$ cat config.mk
export PLATFORM = sky130hd
export DESIGN_NAME = sleep_poll_timeout_control
export DESIGN_NICKNAME = d
export VERILOG_FILES = /design/src/timing_pkg.sv /design/src/sleep_poll_timeout_control.sv
export SDC_FILE = /design/constraint.sdc
export NUM_CORES = 2
export LEC_CHECK = 0
export BUFFER_PORTS_ARGS = -buffer_cell sky130_fd_sc_hd__buf_2
export CAP_MARGIN = 20
export CORE_MARGIN = 4
export CORE_UTILIZATION = 50
export CTS_CLUSTER_DIAMETER = 30
export DETAILED_ROUTE_END_ITERATION = 12
export GPL_TIMING_DRIVEN = 0
export PLACE_DENSITY = 0.73
export REMOVE_ABC_BUFFERS = 1
export SLEW_MARGIN = 15
export SYNTH_ARGS = -nofsm -noshare
export SYNTH_HDL_FRONTEND = slang
export SYNTH_SLANG_ARGS = --single-unit
$ cat constraint.sdc
create_clock -name CLK -period 24.5 [get_ports CLK]
set_clock_uncertainty 0.1 [all_clocks]
set_input_delay 4.9 -clock CLK [delete_from_list [all_inputs] [get_ports CLK]]
set_output_delay 4.9 -clock CLK [all_outputs]
set_load 0.05 [all_outputs]
$ cat src/timing_pkg.sv
`default_nettype none
package timing_pkg;
    localparam int ADDR_W = 6;
    localparam int TW = 40;
    localparam int LINES = 8;
    localparam int CLK_PERIOD_NS = 10;
    localparam int MS_NS = 1000000;
    localparam int MS_CYCLES = MS_NS / CLK_PERIOD_NS;
    // register offsets
    localparam logic [ADDR_W-1:0] OFS_SLEEP_PERIOD = 6'h00;
    localparam logic [ADDR_W-1:0] OFS_SLEEP_COUNT = 6'h04;
    localparam logic [ADDR_W-1:0] OFS_MAX_HOP = 6'h08;
    localparam logic [ADDR_W-1:0] OFS_SLEEP_SELECT = 6'h0c;
    localparam logic [ADDR_W-1:0] OFS_SLEEP_OPTIONS = 6'h10;
    localparam logic [ADDR_W-1:0] OFS_WAKE_TIME = 6'h14;
    localparam logic [ADDR_W-1:0] OFS_SAMPLE_INTERVAL = 6'h18;
    localparam logic [ADDR_W-1:0] OFS_LINE_CONFIG = 6'h1c;
    localparam logic [ADDR_W-1:0] OFS_COMMAND = 6'h20;
    localparam logic [ADDR_W-1:0] OFS_CHILD_FREE = 6'h24;
    localparam logic [ADDR_W-1:0] OFS_TX_STATUS = 6'h28;
    localparam logic [ADDR_W-1:0] OFS_POLL_TIMEOUT = 6'h2c;
    localparam logic [ADDR_W-1:0] OFS_HOLD_TIME = 6'h30;
    localparam logic [ADDR_W-1:0] OFS_NODE_STATUS = 6'h34;
    // reset values
    localparam logic [15:0] RST_SLEEP_PERIOD = 16'h0020;
    localparam logic [15:0] RST_SLEEP_COUNT = 16'h0001;
    localparam logic [7:0] RST_MAX_HOP = 8'h0a;
    localparam logic [2:0] RST_SLEEP_SELECT = 3'h0;
    localparam logic [7:0] RST_SLEEP_OPTIONS = 8'h00;
    localparam logic [15:0] RST_WAKE_TIME = 16'h1388;
    localparam logic [15:0] RST_SAMPLE_INTERVAL = 16'h0000;
    localparam logic [31:0] RST_LINE_CONFIG = 32'h0000_0000;
    // field positions and codes
    localparam int CMD_SLEEP_NOW = 0;
    localparam int CMD_TX_START = 1;
    localparam int CMD_TX_CHILD = 2;
    localparam int OPT_WAKE_BIT = 1;
    localparam int OPT_EXT_BIT = 2;
    localparam logic [2:0] SEL_CYCLIC = 3'h4;
    localparam logic [2:0] SEL_CYCLIC_PIN = 3'h5;
    localparam logic [3:0] CFG_AIN = 4'h2;
    localparam logic [3:0] CFG_DIN = 4'h3;
    // timing figures, durations in ms, multipliers and attempt counts unitless
    localparam int POLL_MULT = 3;
    localparam int SP_UNIT_MS = 10;
    localparam int POLL_MIN_MS = 5000;
    localparam int HOP_MS = 50;
    localparam int HOLD_PER_SP_MS = 12;
    localparam int HOLD_MIN_MS = 1200;
    localparam int HOLD_MAX_MS = 30000;
    localparam int TX_MULT = 3;
    localparam int MAX_ATTEMPTS = 3;
    localparam logic [1:0] RESP_OKAY = 2'h0;
    localparam logic [1:0] RESP_SLVERR = 2'h2;
    typedef enum logic [1:0] {ED_OFF, ED_SLEEP, ED_AWAKE} ed_state_type;
endpackage
`default_nettype wire

$ cat src/sleep_poll_timeout_control.sv
// The register addresses and the AXI4-Lite slave port are this design's own decisions.
`timescale 1ns/100ps
`default_nettype none
// Operation
// parent keeps per-child time since that child's last poll
// child silent for the whole poll timeout is removed from the table
// free child-table entry count readable at any time
// poll timeout is 3 * period * count, never below 5 s
// sleep period counts in 10 ms units
// wake time and sample interval count in 1 ms units
// timeout toward an always-on router depends on hop setting only
// timeout toward a sleeping child is 3 * (50*hops + 1.2*period)
// retry on timeout, at most two more attempts, stop on ack
// awake indicator once per count cycles, or on received data
// select 4 is cyclic sleep, 5 is cyclic sleep with pin wake
// option 0x04 extends sleep, 0x06 also stays awake wake time
// extended sleep lasts period times count
// while awake, sample every interval until wake timer ends
// samples only with at least one line enabled for sampling
// sleep-now command puts the node to sleep at once
// each line has its own config; value 3 makes it digital input
// host sends settings as text or framed commands
// parent sets period and count for the longest child sleep
// all counters run from one common 1 ms tick
// buffer hold is 1.2 * period, kept within 1.2 s to 30 s
module sleep_poll_timeout_control #(
    parameter int TICK_CYCLES = timing_pkg::MS_CYCLES,
    parameter int CHILDREN = 8
) (
    input wire logic CLK,
    input wire logic RESET_N,
    input wire logic [timing_pkg::ADDR_W-1:0] S_AXI_AWADDR,
    input wire logic S_AXI_AWVALID,
    output logic S_AXI_AWREADY,
    input wire logic [31:0] S_AXI_WDATA,
    input wire logic [3:0] S_AXI_WSTRB,
    input wire logic S_AXI_WVALID,
    output logic S_AXI_WREADY,
    output logic [1:0] S_AXI_BRESP,
    output logic S_AXI_BVALID,
    input wire logic S_AXI_BREADY,
    input wire logic [timing_pkg::ADDR_W-1:0] S_AXI_ARADDR,
    input wire logic S_AXI_ARVALID,
    output logic S_AXI_ARREADY,
    output logic [31:0] S_AXI_RDATA,
    output logic [1:0] S_AXI_RRESP,
    output logic S_AXI_RVALID,
    input wire logic S_AXI_RREADY,
    input wire logic CHILD_JOIN,
    input wire logic CHILD_POLL,
    input wire logic [$clog2(CHILDREN)-1:0] CHILD_ID,
    input wire logic TX_ACK,
    input wire logic RX_DATA,
    input wire logic SLEEP_REQUEST_PIN,
    output logic TX_SEND,
    output logic CHILD_EXPIRED,
    output logic SAMPLE_PULSE,
    output logic AWAKE_IND,
    output logic SLEEPING,
    output logic [timing_pkg::LINES-1:0] LINE_INPUT
);
    import timing_pkg::*;
    localparam int CW = $clog2(CHILDREN);

    function automatic logic [31:0] merge(input logic [31:0] old,
        input logic [31:0] d, input logic [3:0] s);
        logic [31:0] m;
        m = {{8{s[3]}}, {8{s[2]}}, {8{s[1]}}, {8{s[0]}}};
        return (old & ~m) | (d & m);
    endfunction

    function automatic logic mapped(input logic [ADDR_W-1:0] a);
        return a <= OFS_NODE_STATUS && a[1:0] == 2'h0;
    endfunction

    function automatic logic sampled(input logic [3:0] cfg);
        return cfg == CFG_AIN || cfg == CFG_DIN;
    endfunction

    ////////////////////////////////////////////////////////////////////
    // bus slave
    logic [15:0] sleep_period, sleep_cycle_count, wake_time;
    logic [15:0] sample_interval;
    logic [7:0] max_hop_setting, sleep_options;
    logic [2:0] sleep_select;
    logic [31:0] line_config;
    logic aw_got, w_got;
    logic [ADDR_W-1:0] wr_addr;
    logic [31:0] wr_data;
    logic [3:0] wr_strb;
    logic [31:0] rd_mux;

    wire aw_fire = S_AXI_AWVALID && S_AXI_AWREADY;
    wire w_fire = S_AXI_WVALID && S_AXI_WREADY;
    wire ar_fire = S_AXI_ARVALID && S_AXI_ARREADY;
    wire wr_do = aw_got && w_got && !S_AXI_BVALID;
    wire next_aw_got = aw_fire || (aw_got && !wr_do);
    wire next_w_got = w_fire || (w_got && !wr_do);
    wire next_bvalid = wr_do || (S_AXI_BVALID && !S_AXI_BREADY);
    wire next_rvalid = ar_fire || (S_AXI_RVALID && !S_AXI_RREADY);
    wire cmd_wr = wr_do && wr_addr == OFS_COMMAND && wr_strb[0];
    wire sleep_now = cmd_wr && wr_data[CMD_SLEEP_NOW];
    wire tx_start = cmd_wr && wr_data[CMD_TX_START];

    always_ff @(posedge CLK or negedge RESET_N) begin
        if (!RESET_N) begin
            aw_got <= 1'b0;
            w_got <= 1'b0;
            S_AXI_AWREADY <= 1'b0;
            S_AXI_WREADY <= 1'b0;
            S_AXI_BVALID <= 1'b0;
            S_AXI_ARREADY <= 1'b0;
            S_AXI_RVALID <= 1'b0;
        end else begin
            aw_got <= next_aw_got;
            w_got <= next_w_got;
            S_AXI_AWREADY <= !next_aw_got && !next_bvalid;
            S_AXI_WREADY <= !next_w_got && !next_bvalid;
            S_AXI_BVALID <= next_bvalid;
            S_AXI_ARREADY <= !next_rvalid;
            S_AXI_RVALID <= next_rvalid;
        end
    end

    always_ff @(posedge CLK or negedge RESET_N) begin
        if (!RESET_N) begin
            wr_addr <= '0;
            wr_data <= 32'h0;
            wr_strb <= 4'h0;
            S_AXI_BRESP <= RESP_OKAY;
            S_AXI_RDATA <= 32'h0;
            S_AXI_RRESP <= RESP_OKAY;
        end else begin
            if (aw_fire) wr_addr <= S_AXI_AWADDR;
            if (w_fire) begin
                wr_data <= S_AXI_WDATA;
                wr_strb <= S_AXI_WSTRB;
            end
            if (wr_do) S_AXI_BRESP <= mapped(wr_addr) ? RESP_OKAY : RESP_SLVERR;
            if (ar_fire) begin
                S_AXI_RDATA <= rd_mux;
                S_AXI_RRESP <= mapped(S_AXI_ARADDR) ? RESP_OKAY : RESP_SLVERR;
            end
        end
    end

    always_ff @(posedge CLK or negedge RESET_N) begin
        if (!RESET_N) begin
            sleep_period <= RST_SLEEP_PERIOD;
            sleep_cycle_count <= RST_SLEEP_COUNT;
            max_hop_setting <= RST_MAX_HOP;
            sleep_select <= RST_SLEEP_SELECT;
            sleep_options <= RST_SLEEP_OPTIONS;
            wake_time <= RST_WAKE_TIME;
            sample_interval <= RST_SAMPLE_INTERVAL;
            line_config <= RST_LINE_CONFIG;
        end else if (wr_do) begin
            unique case (wr_addr)
                OFS_SLEEP_PERIOD: sleep_period <=
                    16'(merge(32'(sleep_period), wr_data, wr_strb));
                OFS_SLEEP_COUNT: sleep_cycle_count <=
                    16'(merge(32'(sleep_cycle_count), wr_data, wr_strb));
                OFS_MAX_HOP: if (wr_strb[0]) max_hop_setting <= wr_data[7:0];
                OFS_SLEEP_SELECT: if (wr_strb[0]) sleep_select <= wr_data[2:0];
                OFS_SLEEP_OPTIONS: if (wr_strb[0]) sleep_options <= wr_data[7:0];
                OFS_WAKE_TIME: wake_time <=
                    16'(merge(32'(wake_time), wr_data, wr_strb));
                OFS_SAMPLE_INTERVAL: sample_interval <=
                    16'(merge(32'(sample_interval), wr_data, wr_strb));
                // one nibble per line, all eight lines in one register write
                OFS_LINE_CONFIG: line_config <=
                    merge(line_config, wr_data, wr_strb);
                default: ;
            endcase
        end
    end

    ////////////////////////////////////////////////////////////////////
    // common 1 ms tick
    logic [31:0] tick_cnt;
    logic tick;
    always_ff @(posedge CLK or negedge RESET_N) begin
        if (!RESET_N) begin
            tick_cnt <= 32'h0;
            tick <= 1'b0;
        end else begin
            tick <= tick_cnt == 32'(TICK_CYCLES - 1);
            tick_cnt <= (tick_cnt == 32'(TICK_CYCLES - 1)) ? 32'h0
                : tick_cnt + 32'h1;
        end
    end

    ////////////////////////////////////////////////////////////////////
    // timeouts in ms
    wire [TW-1:0] sp_w = TW'(sleep_period);
    wire [TW-1:0] cycle_prod = sp_w * TW'(sleep_cycle_count);
    wire [TW-1:0] poll_raw = cycle_prod * TW'(POLL_MULT * SP_UNIT_MS);
    wire [TW-1:0] poll_to = (poll_raw < TW'(POLL_MIN_MS))
        ? TW'(POLL_MIN_MS) : poll_raw;
    wire [TW-1:0] hold_raw = sp_w * TW'(HOLD_PER_SP_MS);
    wire [TW-1:0] hold_ms = (hold_raw < TW'(HOLD_MIN_MS)) ? TW'(HOLD_MIN_MS)
        : (hold_raw > TW'(HOLD_MAX_MS)) ? TW'(HOLD_MAX_MS) : hold_raw;
    wire [TW-1:0] route_ms = TW'(max_hop_setting) * TW'(HOP_MS);
    wire [TW-1:0] tx_router_to = TW'(TX_MULT) * route_ms;
    wire [TW-1:0] tx_child_to = TW'(TX_MULT) * (route_ms + hold_raw);

    ////////////////////////////////////////////////////////////////////
    // child table
    logic [CHILDREN-1:0] child_valid, expire;
    logic [TW-1:0] child_age [CHILDREN];
    logic [CW:0] child_free;

    for (genvar i = 0; i < CHILDREN; i++) begin : g_child
        wire hit = CHILD_ID == CW'(i);
        wire touch = (CHILD_JOIN || CHILD_POLL) && hit;
        assign expire[i] = child_valid[i] && tick && !touch
            && child_age[i] + TW'(1) >= poll_to;
        always_ff @(posedge CLK or negedge RESET_N) begin
            if (!RESET_N) begin
                child_valid[i] <= 1'b0;
                child_age[i] <= '0;
            end else if (CHILD_JOIN && hit) begin
                child_valid[i] <= 1'b1;
                child_age[i] <= '0;
            end else if (CHILD_POLL && hit) begin
                child_age[i] <= '0;
            end else if (expire[i]) begin
                child_valid[i] <= 1'b0;
            end else if (tick && child_valid[i]) begin
                child_age[i] <= child_age[i] + TW'(1);
            end
        end

    end

    always_ff @(posedge CLK or negedge RESET_N) begin
        if (!RESET_N) begin
            child_free <= (CW+1)'(CHILDREN);
            CHILD_EXPIRED <= 1'b0;
        end else begin
            child_free <= (CW+1)'($countones(~child_valid));
            CHILD_EXPIRED <= |expire;
        end
    end

    ////////////////////////////////////////////////////////////////////
    // transmission timeout and retries
    logic tx_busy, tx_to_child, tx_ok, tx_fail;
    logic [1:0] tx_attempt;
    logic [TW-1:0] tx_cnt;
    wire [TW-1:0] tx_limit = tx_to_child ? tx_child_to : tx_router_to;
    wire tx_launch = tx_start && !tx_busy;
    wire tx_expire = tx_busy && !TX_ACK && tick
        && tx_cnt + TW'(1) >= tx_limit;
    wire tx_retry = tx_expire && tx_attempt < 2'(MAX_ATTEMPTS);

    always_ff @(posedge CLK or negedge RESET_N) begin
        if (!RESET_N) begin
            tx_busy <= 1'b0;
            tx_to_child <= 1'b0;
            tx_ok <= 1'b0;
            tx_fail <= 1'b0;
            tx_attempt <= 2'h0;
            tx_cnt <= '0;
        end else if (tx_launch) begin
            tx_busy <= 1'b1;
            tx_to_child <= wr_data[CMD_TX_CHILD];
            tx_ok <= 1'b0;
            tx_fail <= 1'b0;
            tx_attempt <= 2'h1;
            tx_cnt <= '0;
        end else if (tx_busy && TX_ACK) begin
            tx_busy <= 1'b0;
            tx_ok <= 1'b1;
        end else if (tx_retry) begin
            tx_attempt <= tx_attempt + 2'h1;
            tx_cnt <= '0;
        end else if (tx_expire) begin
            tx_busy <= 1'b0;
            tx_fail <= 1'b1;
        end else if (tx_busy && tick) begin
            tx_cnt <= tx_cnt + TW'(1);
        end
    end

    always_ff @(posedge CLK or negedge RESET_N) begin
        if (!RESET_N) TX_SEND <= 1'b0;
        else TX_SEND <= tx_launch || tx_retry;
    end

    ////////////////////////////////////////////////////////////////////
    // end device sleep cycle
    ed_state_type ed_state;
    logic [TW-1:0] ed_cnt;
    logic [15:0] cyc_cnt, wake_cnt, samp_cnt;
    logic stay;
    logic [LINES-1:0] line_samp;

    for (genvar j = 0; j < LINES; j++) begin : g_line
        assign line_samp[j] = sampled(line_config[4*j +: 4]);
        always_ff @(posedge CLK or negedge RESET_N) begin
            if (!RESET_N) LINE_INPUT[j] <= 1'b0;
            else LINE_INPUT[j] <= line_config[4*j +: 4] == CFG_DIN;
        end
    end

    wire cyclic = sleep_select == SEL_CYCLIC
        || sleep_select == SEL_CYCLIC_PIN;
    wire pin_wake = sleep_select == SEL_CYCLIC_PIN
        && !SLEEP_REQUEST_PIN;
    wire ext = sleep_options[OPT_EXT_BIT];
    wire stay_opt = ext && sleep_options[OPT_WAKE_BIT];
    wire [TW-1:0] sleep_ms = ext ? cycle_prod * TW'(SP_UNIT_MS)
        : sp_w * TW'(SP_UNIT_MS);
    wire wake_now = cyclic && ed_state == ED_SLEEP
        && (pin_wake || (tick && ed_cnt + TW'(1) >= sleep_ms));
    wire show = ext || cyc_cnt + 16'h1 >= sleep_cycle_count;
    wire wake_end = ed_state == ED_AWAKE && tick && !RX_DATA
        && (!stay || wake_cnt + 16'h1 >= wake_time);
    wire go_sleep = cyclic && ed_state == ED_AWAKE
        && (sleep_now || wake_end);
    wire samp_en = sample_interval != 16'h0 && |line_samp;

    always_ff @(posedge CLK or negedge RESET_N) begin
        if (!RESET_N) begin
            ed_state <= ED_OFF;
            ed_cnt <= '0;
            cyc_cnt <= 16'h0;
            wake_cnt <= 16'h0;
            stay <= 1'b0;
        end else if (!cyclic) begin
            ed_state <= ED_OFF;
        end else begin
            unique case (ed_state)
                ED_OFF: begin
                    ed_state <= ED_SLEEP;
                    ed_cnt <= '0;
                end
                ED_SLEEP: begin
                    if (wake_now) begin
                        ed_state <= ED_AWAKE;
                        wake_cnt <= 16'h0;
                        stay <= stay_opt;
                        cyc_cnt <= show ? 16'h0 : cyc_cnt + 16'h1;
                    end else if (tick) begin
                        ed_cnt <= ed_cnt + TW'(1);
                    end
                end
                ED_AWAKE: begin
                    if (go_sleep) begin
                        ed_state <= ED_SLEEP;
                        ed_cnt <= '0;
                    end else if (RX_DATA) begin
                        stay <= 1'b1;
                        wake_cnt <= 16'h0;
                    end else if (tick) begin
                        wake_cnt <= wake_cnt + 16'h1;
                    end
                end
            endcase
        end
    end

    always_ff @(posedge CLK or negedge RESET_N) begin
        if (!RESET_N) begin
            AWAKE_IND <= 1'b0;
            SLEEPING <= 1'b0;
        end else if (!cyclic) begin
            AWAKE_IND <= 1'b1;
            SLEEPING <= 1'b0;
        end else begin
            if (wake_now) AWAKE_IND <= show;
            else if (go_sleep || ed_state != ED_AWAKE) AWAKE_IND <= 1'b0;
            else if (RX_DATA) AWAKE_IND <= 1'b1;
            SLEEPING <= !wake_now && (ed_state != ED_AWAKE || go_sleep);
        end
    end

    // one sample on wake, then one per interval while awake
    always_ff @(posedge CLK or negedge RESET_N) begin
        if (!RESET_N) begin
            samp_cnt <= 16'h0;
            SAMPLE_PULSE <= 1'b0;
        end else if (wake_now) begin
            samp_cnt <= 16'h0;
            SAMPLE_PULSE <= samp_en;
        end else if (ed_state == ED_AWAKE && !go_sleep && tick && samp_en) begin
            SAMPLE_PULSE <= samp_cnt + 16'h1 >= sample_interval;
            samp_cnt <= (samp_cnt + 16'h1 >= sample_interval) ? 16'h0
                : samp_cnt + 16'h1;
        end else begin
            SAMPLE_PULSE <= 1'b0;
        end
    end

    ////////////////////////////////////////////////////////////////////
    // read selection
    assign rd_mux =
        (S_AXI_ARADDR == OFS_SLEEP_PERIOD) ? {16'h0, sleep_period}
        : (S_AXI_ARADDR == OFS_SLEEP_COUNT) ? {16'h0, sleep_cycle_count}
        : (S_AXI_ARADDR == OFS_MAX_HOP) ? {24'h0, max_hop_setting}
        : (S_AXI_ARADDR == OFS_SLEEP_SELECT) ? {29'h0, sleep_select}
        : (S_AXI_ARADDR == OFS_SLEEP_OPTIONS) ? {24'h0, sleep_options}
        : (S_AXI_ARADDR == OFS_WAKE_TIME) ? {16'h0, wake_time}
        : (S_AXI_ARADDR == OFS_SAMPLE_INTERVAL) ? {16'h0, sample_interval}
        : (S_AXI_ARADDR == OFS_LINE_CONFIG) ? line_config
        : (S_AXI_ARADDR == OFS_CHILD_FREE) ? 32'(child_free)
        : (S_AXI_ARADDR == OFS_TX_STATUS)
            ? {28'h0, tx_attempt, tx_fail, tx_ok} | {31'h0, 1'b0}
                | {tx_busy, 31'h0}
        : (S_AXI_ARADDR == OFS_POLL_TIMEOUT) ? poll_to[31:0]
        : (S_AXI_ARADDR == OFS_HOLD_TIME) ? hold_ms[31:0]
        : (S_AXI_ARADDR == OFS_NODE_STATUS)
            ? {28'h0, stay, AWAKE_IND, ed_state} : 32'h0;

endmodule // sleep_poll_timeout_control
`default_nettype wire

==> Flow_metrics.wiki <==
{| class="wikitable"
! Metric !! Value
|-
| Largest cells by area after synthesis || sky130_fd_sc_hd__dfrtp_1, sky130_fd_sc_hd__ha_1, sky130_fd_sc_hd__fa_1, sky130_fd_sc_hd__xnor2_1, sky130_fd_sc_hd__xor2_1
|-
| CTS tree || built
|-
| Final setup violating endpoints || 0
|-
| Crit path DAT || 17.74 ns
|-
| DP Cell Count || 9,173
|-
| Row count || 133
|-
| Post-synth top area share || 0.266
|-
| Delay of the slowest cell on the worst path || 0.93 ns
|-
| Number of buffers on the longest clock path || 3
|-
| Cell taking the most area after synthesis || sky130_fd_sc_hd__dfrtp_1
|-
| Final slew viol count || 0
|-
| Total of fill cells in the finished design || 11,200
|-
| Combinational family with the most area after synthesis || adder cells
|-
| Total CTS buffers || 165
|-
| Highest clock frequency the design can meet || 58.4 MHz
|-
| Count of flip-flops with a built-in enable after synthesis || 0
|-
| Number of vias per cell after detailed routing || 5.96
|-
| Unrepaired setup endpoints after global routing || false
|-
| Portion of the post-synthesis area used by sequential elements || 0.270
|-
| Area growth from synthesis to layout || 13.7%
|-
| Shortest clock period the worst path allows after layout || 17.12 ns
|-
| Post-synth ARST share || 1.00
|-
| Synth warnings || 0
|-
| Maximum ir drop on the vdd rail || 0.187 mV
|-
| Setup TNS Final || 0 ns
|-
| Measured slew at the worst slew-check pin || 1.20 ns
|-
| Type of the most critical hold path || reg2reg
|-
| Highest net fanout along the worst path || 23
|-
| Area taken by flip-flops and latches || 0.0179 mm²
|-
| Resize count post-CTS || 0
|-
| Post-Synthesis Cells || 7,490
|-
| Number of global-route vias before repair || 57,200
|-
| Fraction of the cycle the final worst path needs || 0.699
|-
| 1st-pass router iterations || 8
|-
| Number of hold violations in the final report || 0
|-
| Post-synthesis compound-gate area fraction || 0.132
|-
| Critical Setup Path Class || reg2reg
|-
| Slowest stage cell, crit path || sky130_fd_sc_hd__or4_1
|-
| Num Clock Sinks || 713
|-
| Required time of the critical path || 25.13 ns
|-
| Number of DRC markers in iteration 0 || 4,590
|-
| Unique cell type count in the Yosys netlist || 97
|-
| Run status || complete, no violations
|-
| Clock transition at path regs || 0.04 ns
|-
| # IOs || 117
|-
| Most instantiated flip-flop cell in the synthesis netlist || sky130_fd_sc_hd__dfrtp_1
|-
| CP Capture Type || flip-flop
|-
| Area of the multi-input gates || 0.0454 mm²
|-
| Core Area || 0.131 mm²
|-
| Total global routing track utilization || 0.275
|-
| Antenna violation net count after detailed routing || 0
|-
| Vertical die dimension || 372 µm
|-
| Postcts setup bufs || 0
|-
| Synth Area in Adders || 0.218
|-
| CTS hold repair buffers || 0
|-
| Final wirelength || 190,000 µm
|-
| Leak || 37.4 nW
|-
| Htree depth || 4
|-
| Count of max-cap constraint violations || 0
|-
| Clock root buffer || sky130_fd_sc_hd__clkbuf_16
|-
| Fraction of synthesized cell area in xor and xnor cells || 0.101
|-
| Weighted congestion reported at the end of routability-driven placement || 0.943
|-
| Residual overflow from global routing || 0
|-
| Mapped Area || 0.0662 mm²
|-
| Initial antenna violation count || 7
|-
| Number of synthesized register bits || 713
|-
| Pin count of the biggest net entering global routing || 105
|-
| Most frequent cell on the critical path || sky130_fd_sc_hd__inv_1
|-
| Number of I/O port buffers || 114
|-
| Routed length per instance || 20.0 µm
|-
| Insertion delay of the later-clocked pin in the worst-skew pair || 0.81 ns
|-
| Final Instance Count excl. Fillers || 9,487
|-
| Post-DP HPWL || 138,000 µm
|-
| Relative max-transition margin || 0.200
|-
| Mean Syn Cell Area || 8.84 µm²
|-
| Power density of the placed cells || 114 mW/mm²
|-
| Area of the die || 0.138 mm²
|-
| Horizontal die dimension || 372 µm
|-
| Multiplexer share of the synthesized area || 0.0362
|-
| Global-route wire length before repair || 305,000 µm
|-
| Fraction of layout cells with a size suffix above 1 || 0.0996
|-
| # nets final || 8,647
|-
| Drt drc || 0
|-
| Post-synthesis simple-gate area fraction || 0.195
|-
| Total vias in the final route || 56,500
|-
| Starting density of the core || 0.504
|-
| Worst Setup Start Kind || flip-flop
|}
cells in the final DEF, fill, tap and decap left out, types with 52 or more instances in the layout:
| cell | Yosys | final |
|---|---|---|
| sky130_fd_sc_hd__ha_1 | 734 | 734 |
| sky130_fd_sc_hd__nand2_1 | 707 | 704 |
| sky130_fd_sc_hd__dfrtp_1 | 703 | 701 |
| sky130_fd_sc_hd__nor2_1 | 608 | 599 |
| sky130_fd_sc_hd__inv_1 | 581 | 581 |
| sky130_fd_sc_hd__xnor2_1 | 440 | 435 |
| sky130_fd_sc_hd__a21oi_1 | 354 | 354 |
| sky130_fd_sc_hd__xor2_1 | 321 | 320 |
| sky130_fd_sc_hd__o21ai_0 | 299 | 297 |
| sky130_fd_sc_hd__nand3_1 | 294 | 292 |
| sky130_fd_sc_hd__fa_1 | 261 | 261 |
| sky130_fd_sc_hd__a21o_1 | 177 | 177 |
| sky130_fd_sc_hd__and2_1 | 170 | 169 |
| sky130_fd_sc_hd__mux2_2 | 166 | 166 |
| sky130_fd_sc_hd__clkbuf_16 | 0 | 165 |
| sky130_fd_sc_hd__and3_1 | 150 | 150 |
| sky130_fd_sc_hd__nor3_1 | 131 | 126 |
| sky130_fd_sc_hd__buf_2 | 21 | 115 |
| sky130_fd_sc_hd__nand4_1 | 111 | 111 |
| sky130_fd_sc_hd__or3_1 | 96 | 95 |
| sky130_fd_sc_hd__nor2b_1 | 83 | 78 |
| sky130_fd_sc_hd__nand2b_1 | 68 | 68 |
| sky130_fd_sc_hd__nor4_1 | 67 | 64 |
| sky130_fd_sc_hd__o21a_1 | 56 | 55 |
| sky130_fd_sc_hd__mux2i_1 | 53 | 52 |
synth_stat cells, drive strengths merged (14+ instances only):
| cell | count |
|---|---|
| and3 | 150 |
| a21o | 177 |
| o21ai | 304 |
| and4 | 37 |
| xnor2 | 440 |
| or4 | 20 |
| a21oi | 354 |
| nand4 | 112 |
| o21a | 56 |
| nand3b | 16 |
| or3 | 96 |
| a32o | 16 |
| a221oi | 24 |
| fa | 261 |
| o211ai | 49 |
| nor2 | 608 |
| nand2b | 68 |
| mux2i | 53 |
| a22oi | 28 |
| nand3 | 294 |
| nor2b | 83 |
| a31o | 24 |
| nand2 | 707 |
| xor2 | 321 |
| o22ai | 15 |
| o221ai | 14 |
| and2 | 172 |
| dfrtp | 703 |
| or2 | 21 |
| a31oi | 32 |
| a2111oi | 18 |
| nor3 | 134 |
| o21bai | 31 |
| clkbuf | 212 |
| inv | 581 |
| a211o | 17 |
| a211oi | 40 |
| ha | 734 |
| buf | 40 |
| o2111ai | 17 |
| nor4 | 73 |
| mux2 | 166 |
cell type report:
cell class | instances | share of cell area
Clock buffer | 215 | 0.0614
Inverter | 583 | 0.0291
Multi-Input combinational cell | 5943 | 0.604
Antenna cell | 3 | 0.0000997
Timing Repair Buffer | 183 | 0.0208
Clock inverter | 92 | 0.0188
Sequential cell | 713 | 0.237
Tap cell | 1755 | 0.0292
cells by family after synthesis:
kind of cell | after synthesis
multiplexers | 219
AND/OR/NAND/NOR | 2625
flip-flops | 713
buffers and inverters | 835
XOR/XNOR | 763
other | 1
AO/OA/AOI/OAI | 1336
adder cells (fa/ha/maj) | 998
stage by stage:
stage               instance area, µm²  hold slack [ns]   util  worst slack (ns)  power (mW)
global route                     75300            0.405  0.573              6.82        9.08
floorplan                        65200            0.343      -             10.33        4.25
finish                           75300            0.378  0.573              7.38        8.58
global placement                 68000            0.359  0.517              2.72        5.71
detailed placement               69200            0.367  0.526              7.79        6.09
CTS                              75200            0.380  0.572              7.74        8.49
routing by layer:
layer | global-route usage | wire, µm
met5 | 0 | 43
met4 | 0.164 | 12600
met3 | 0.0510 | 13200
met2 | 0.438 | 86100
met1 | 0.349 | 78000
critical path, delay by kind of cell, from the launching register on:
family,cells,cell delay [ns]
AOI/OAI and AO/OA,15,3.78
xor gates and xnor gates,1,0.31
DFF,1,0.91
and+or+nand+nor,11,4.40
buffers and inverters,10,2.60
adders and majority gates,11,4.89
path summary, 6_finish.rpt:
kind	cells past startpoint	slack, ns	endpoint	from
setup / recovery	48	7.38	child_age[285]	flip-flop
hold / removal	1	0.38	tick_cnt[31]	tick_cnt[31]
setup reg to reg	48	7.38	child_age[285]	flip-flop
hold reg to reg	1	0.38	tick_cnt[31]	tick_cnt[31]
max in group asynchronous	5	18.03	tick	RESET_N
min in group asynchronous	1	4.00	ed_cnt[29]	RESET_N
where the power goes:
part           switching (mW)  internal [mW]  total (mW)
logic                    2.94           1.68        4.62
clock network           0.763           1.58        2.34
registers               0.298           1.32        1.61
Note: power is estimated with default switching activity, not from simulation.
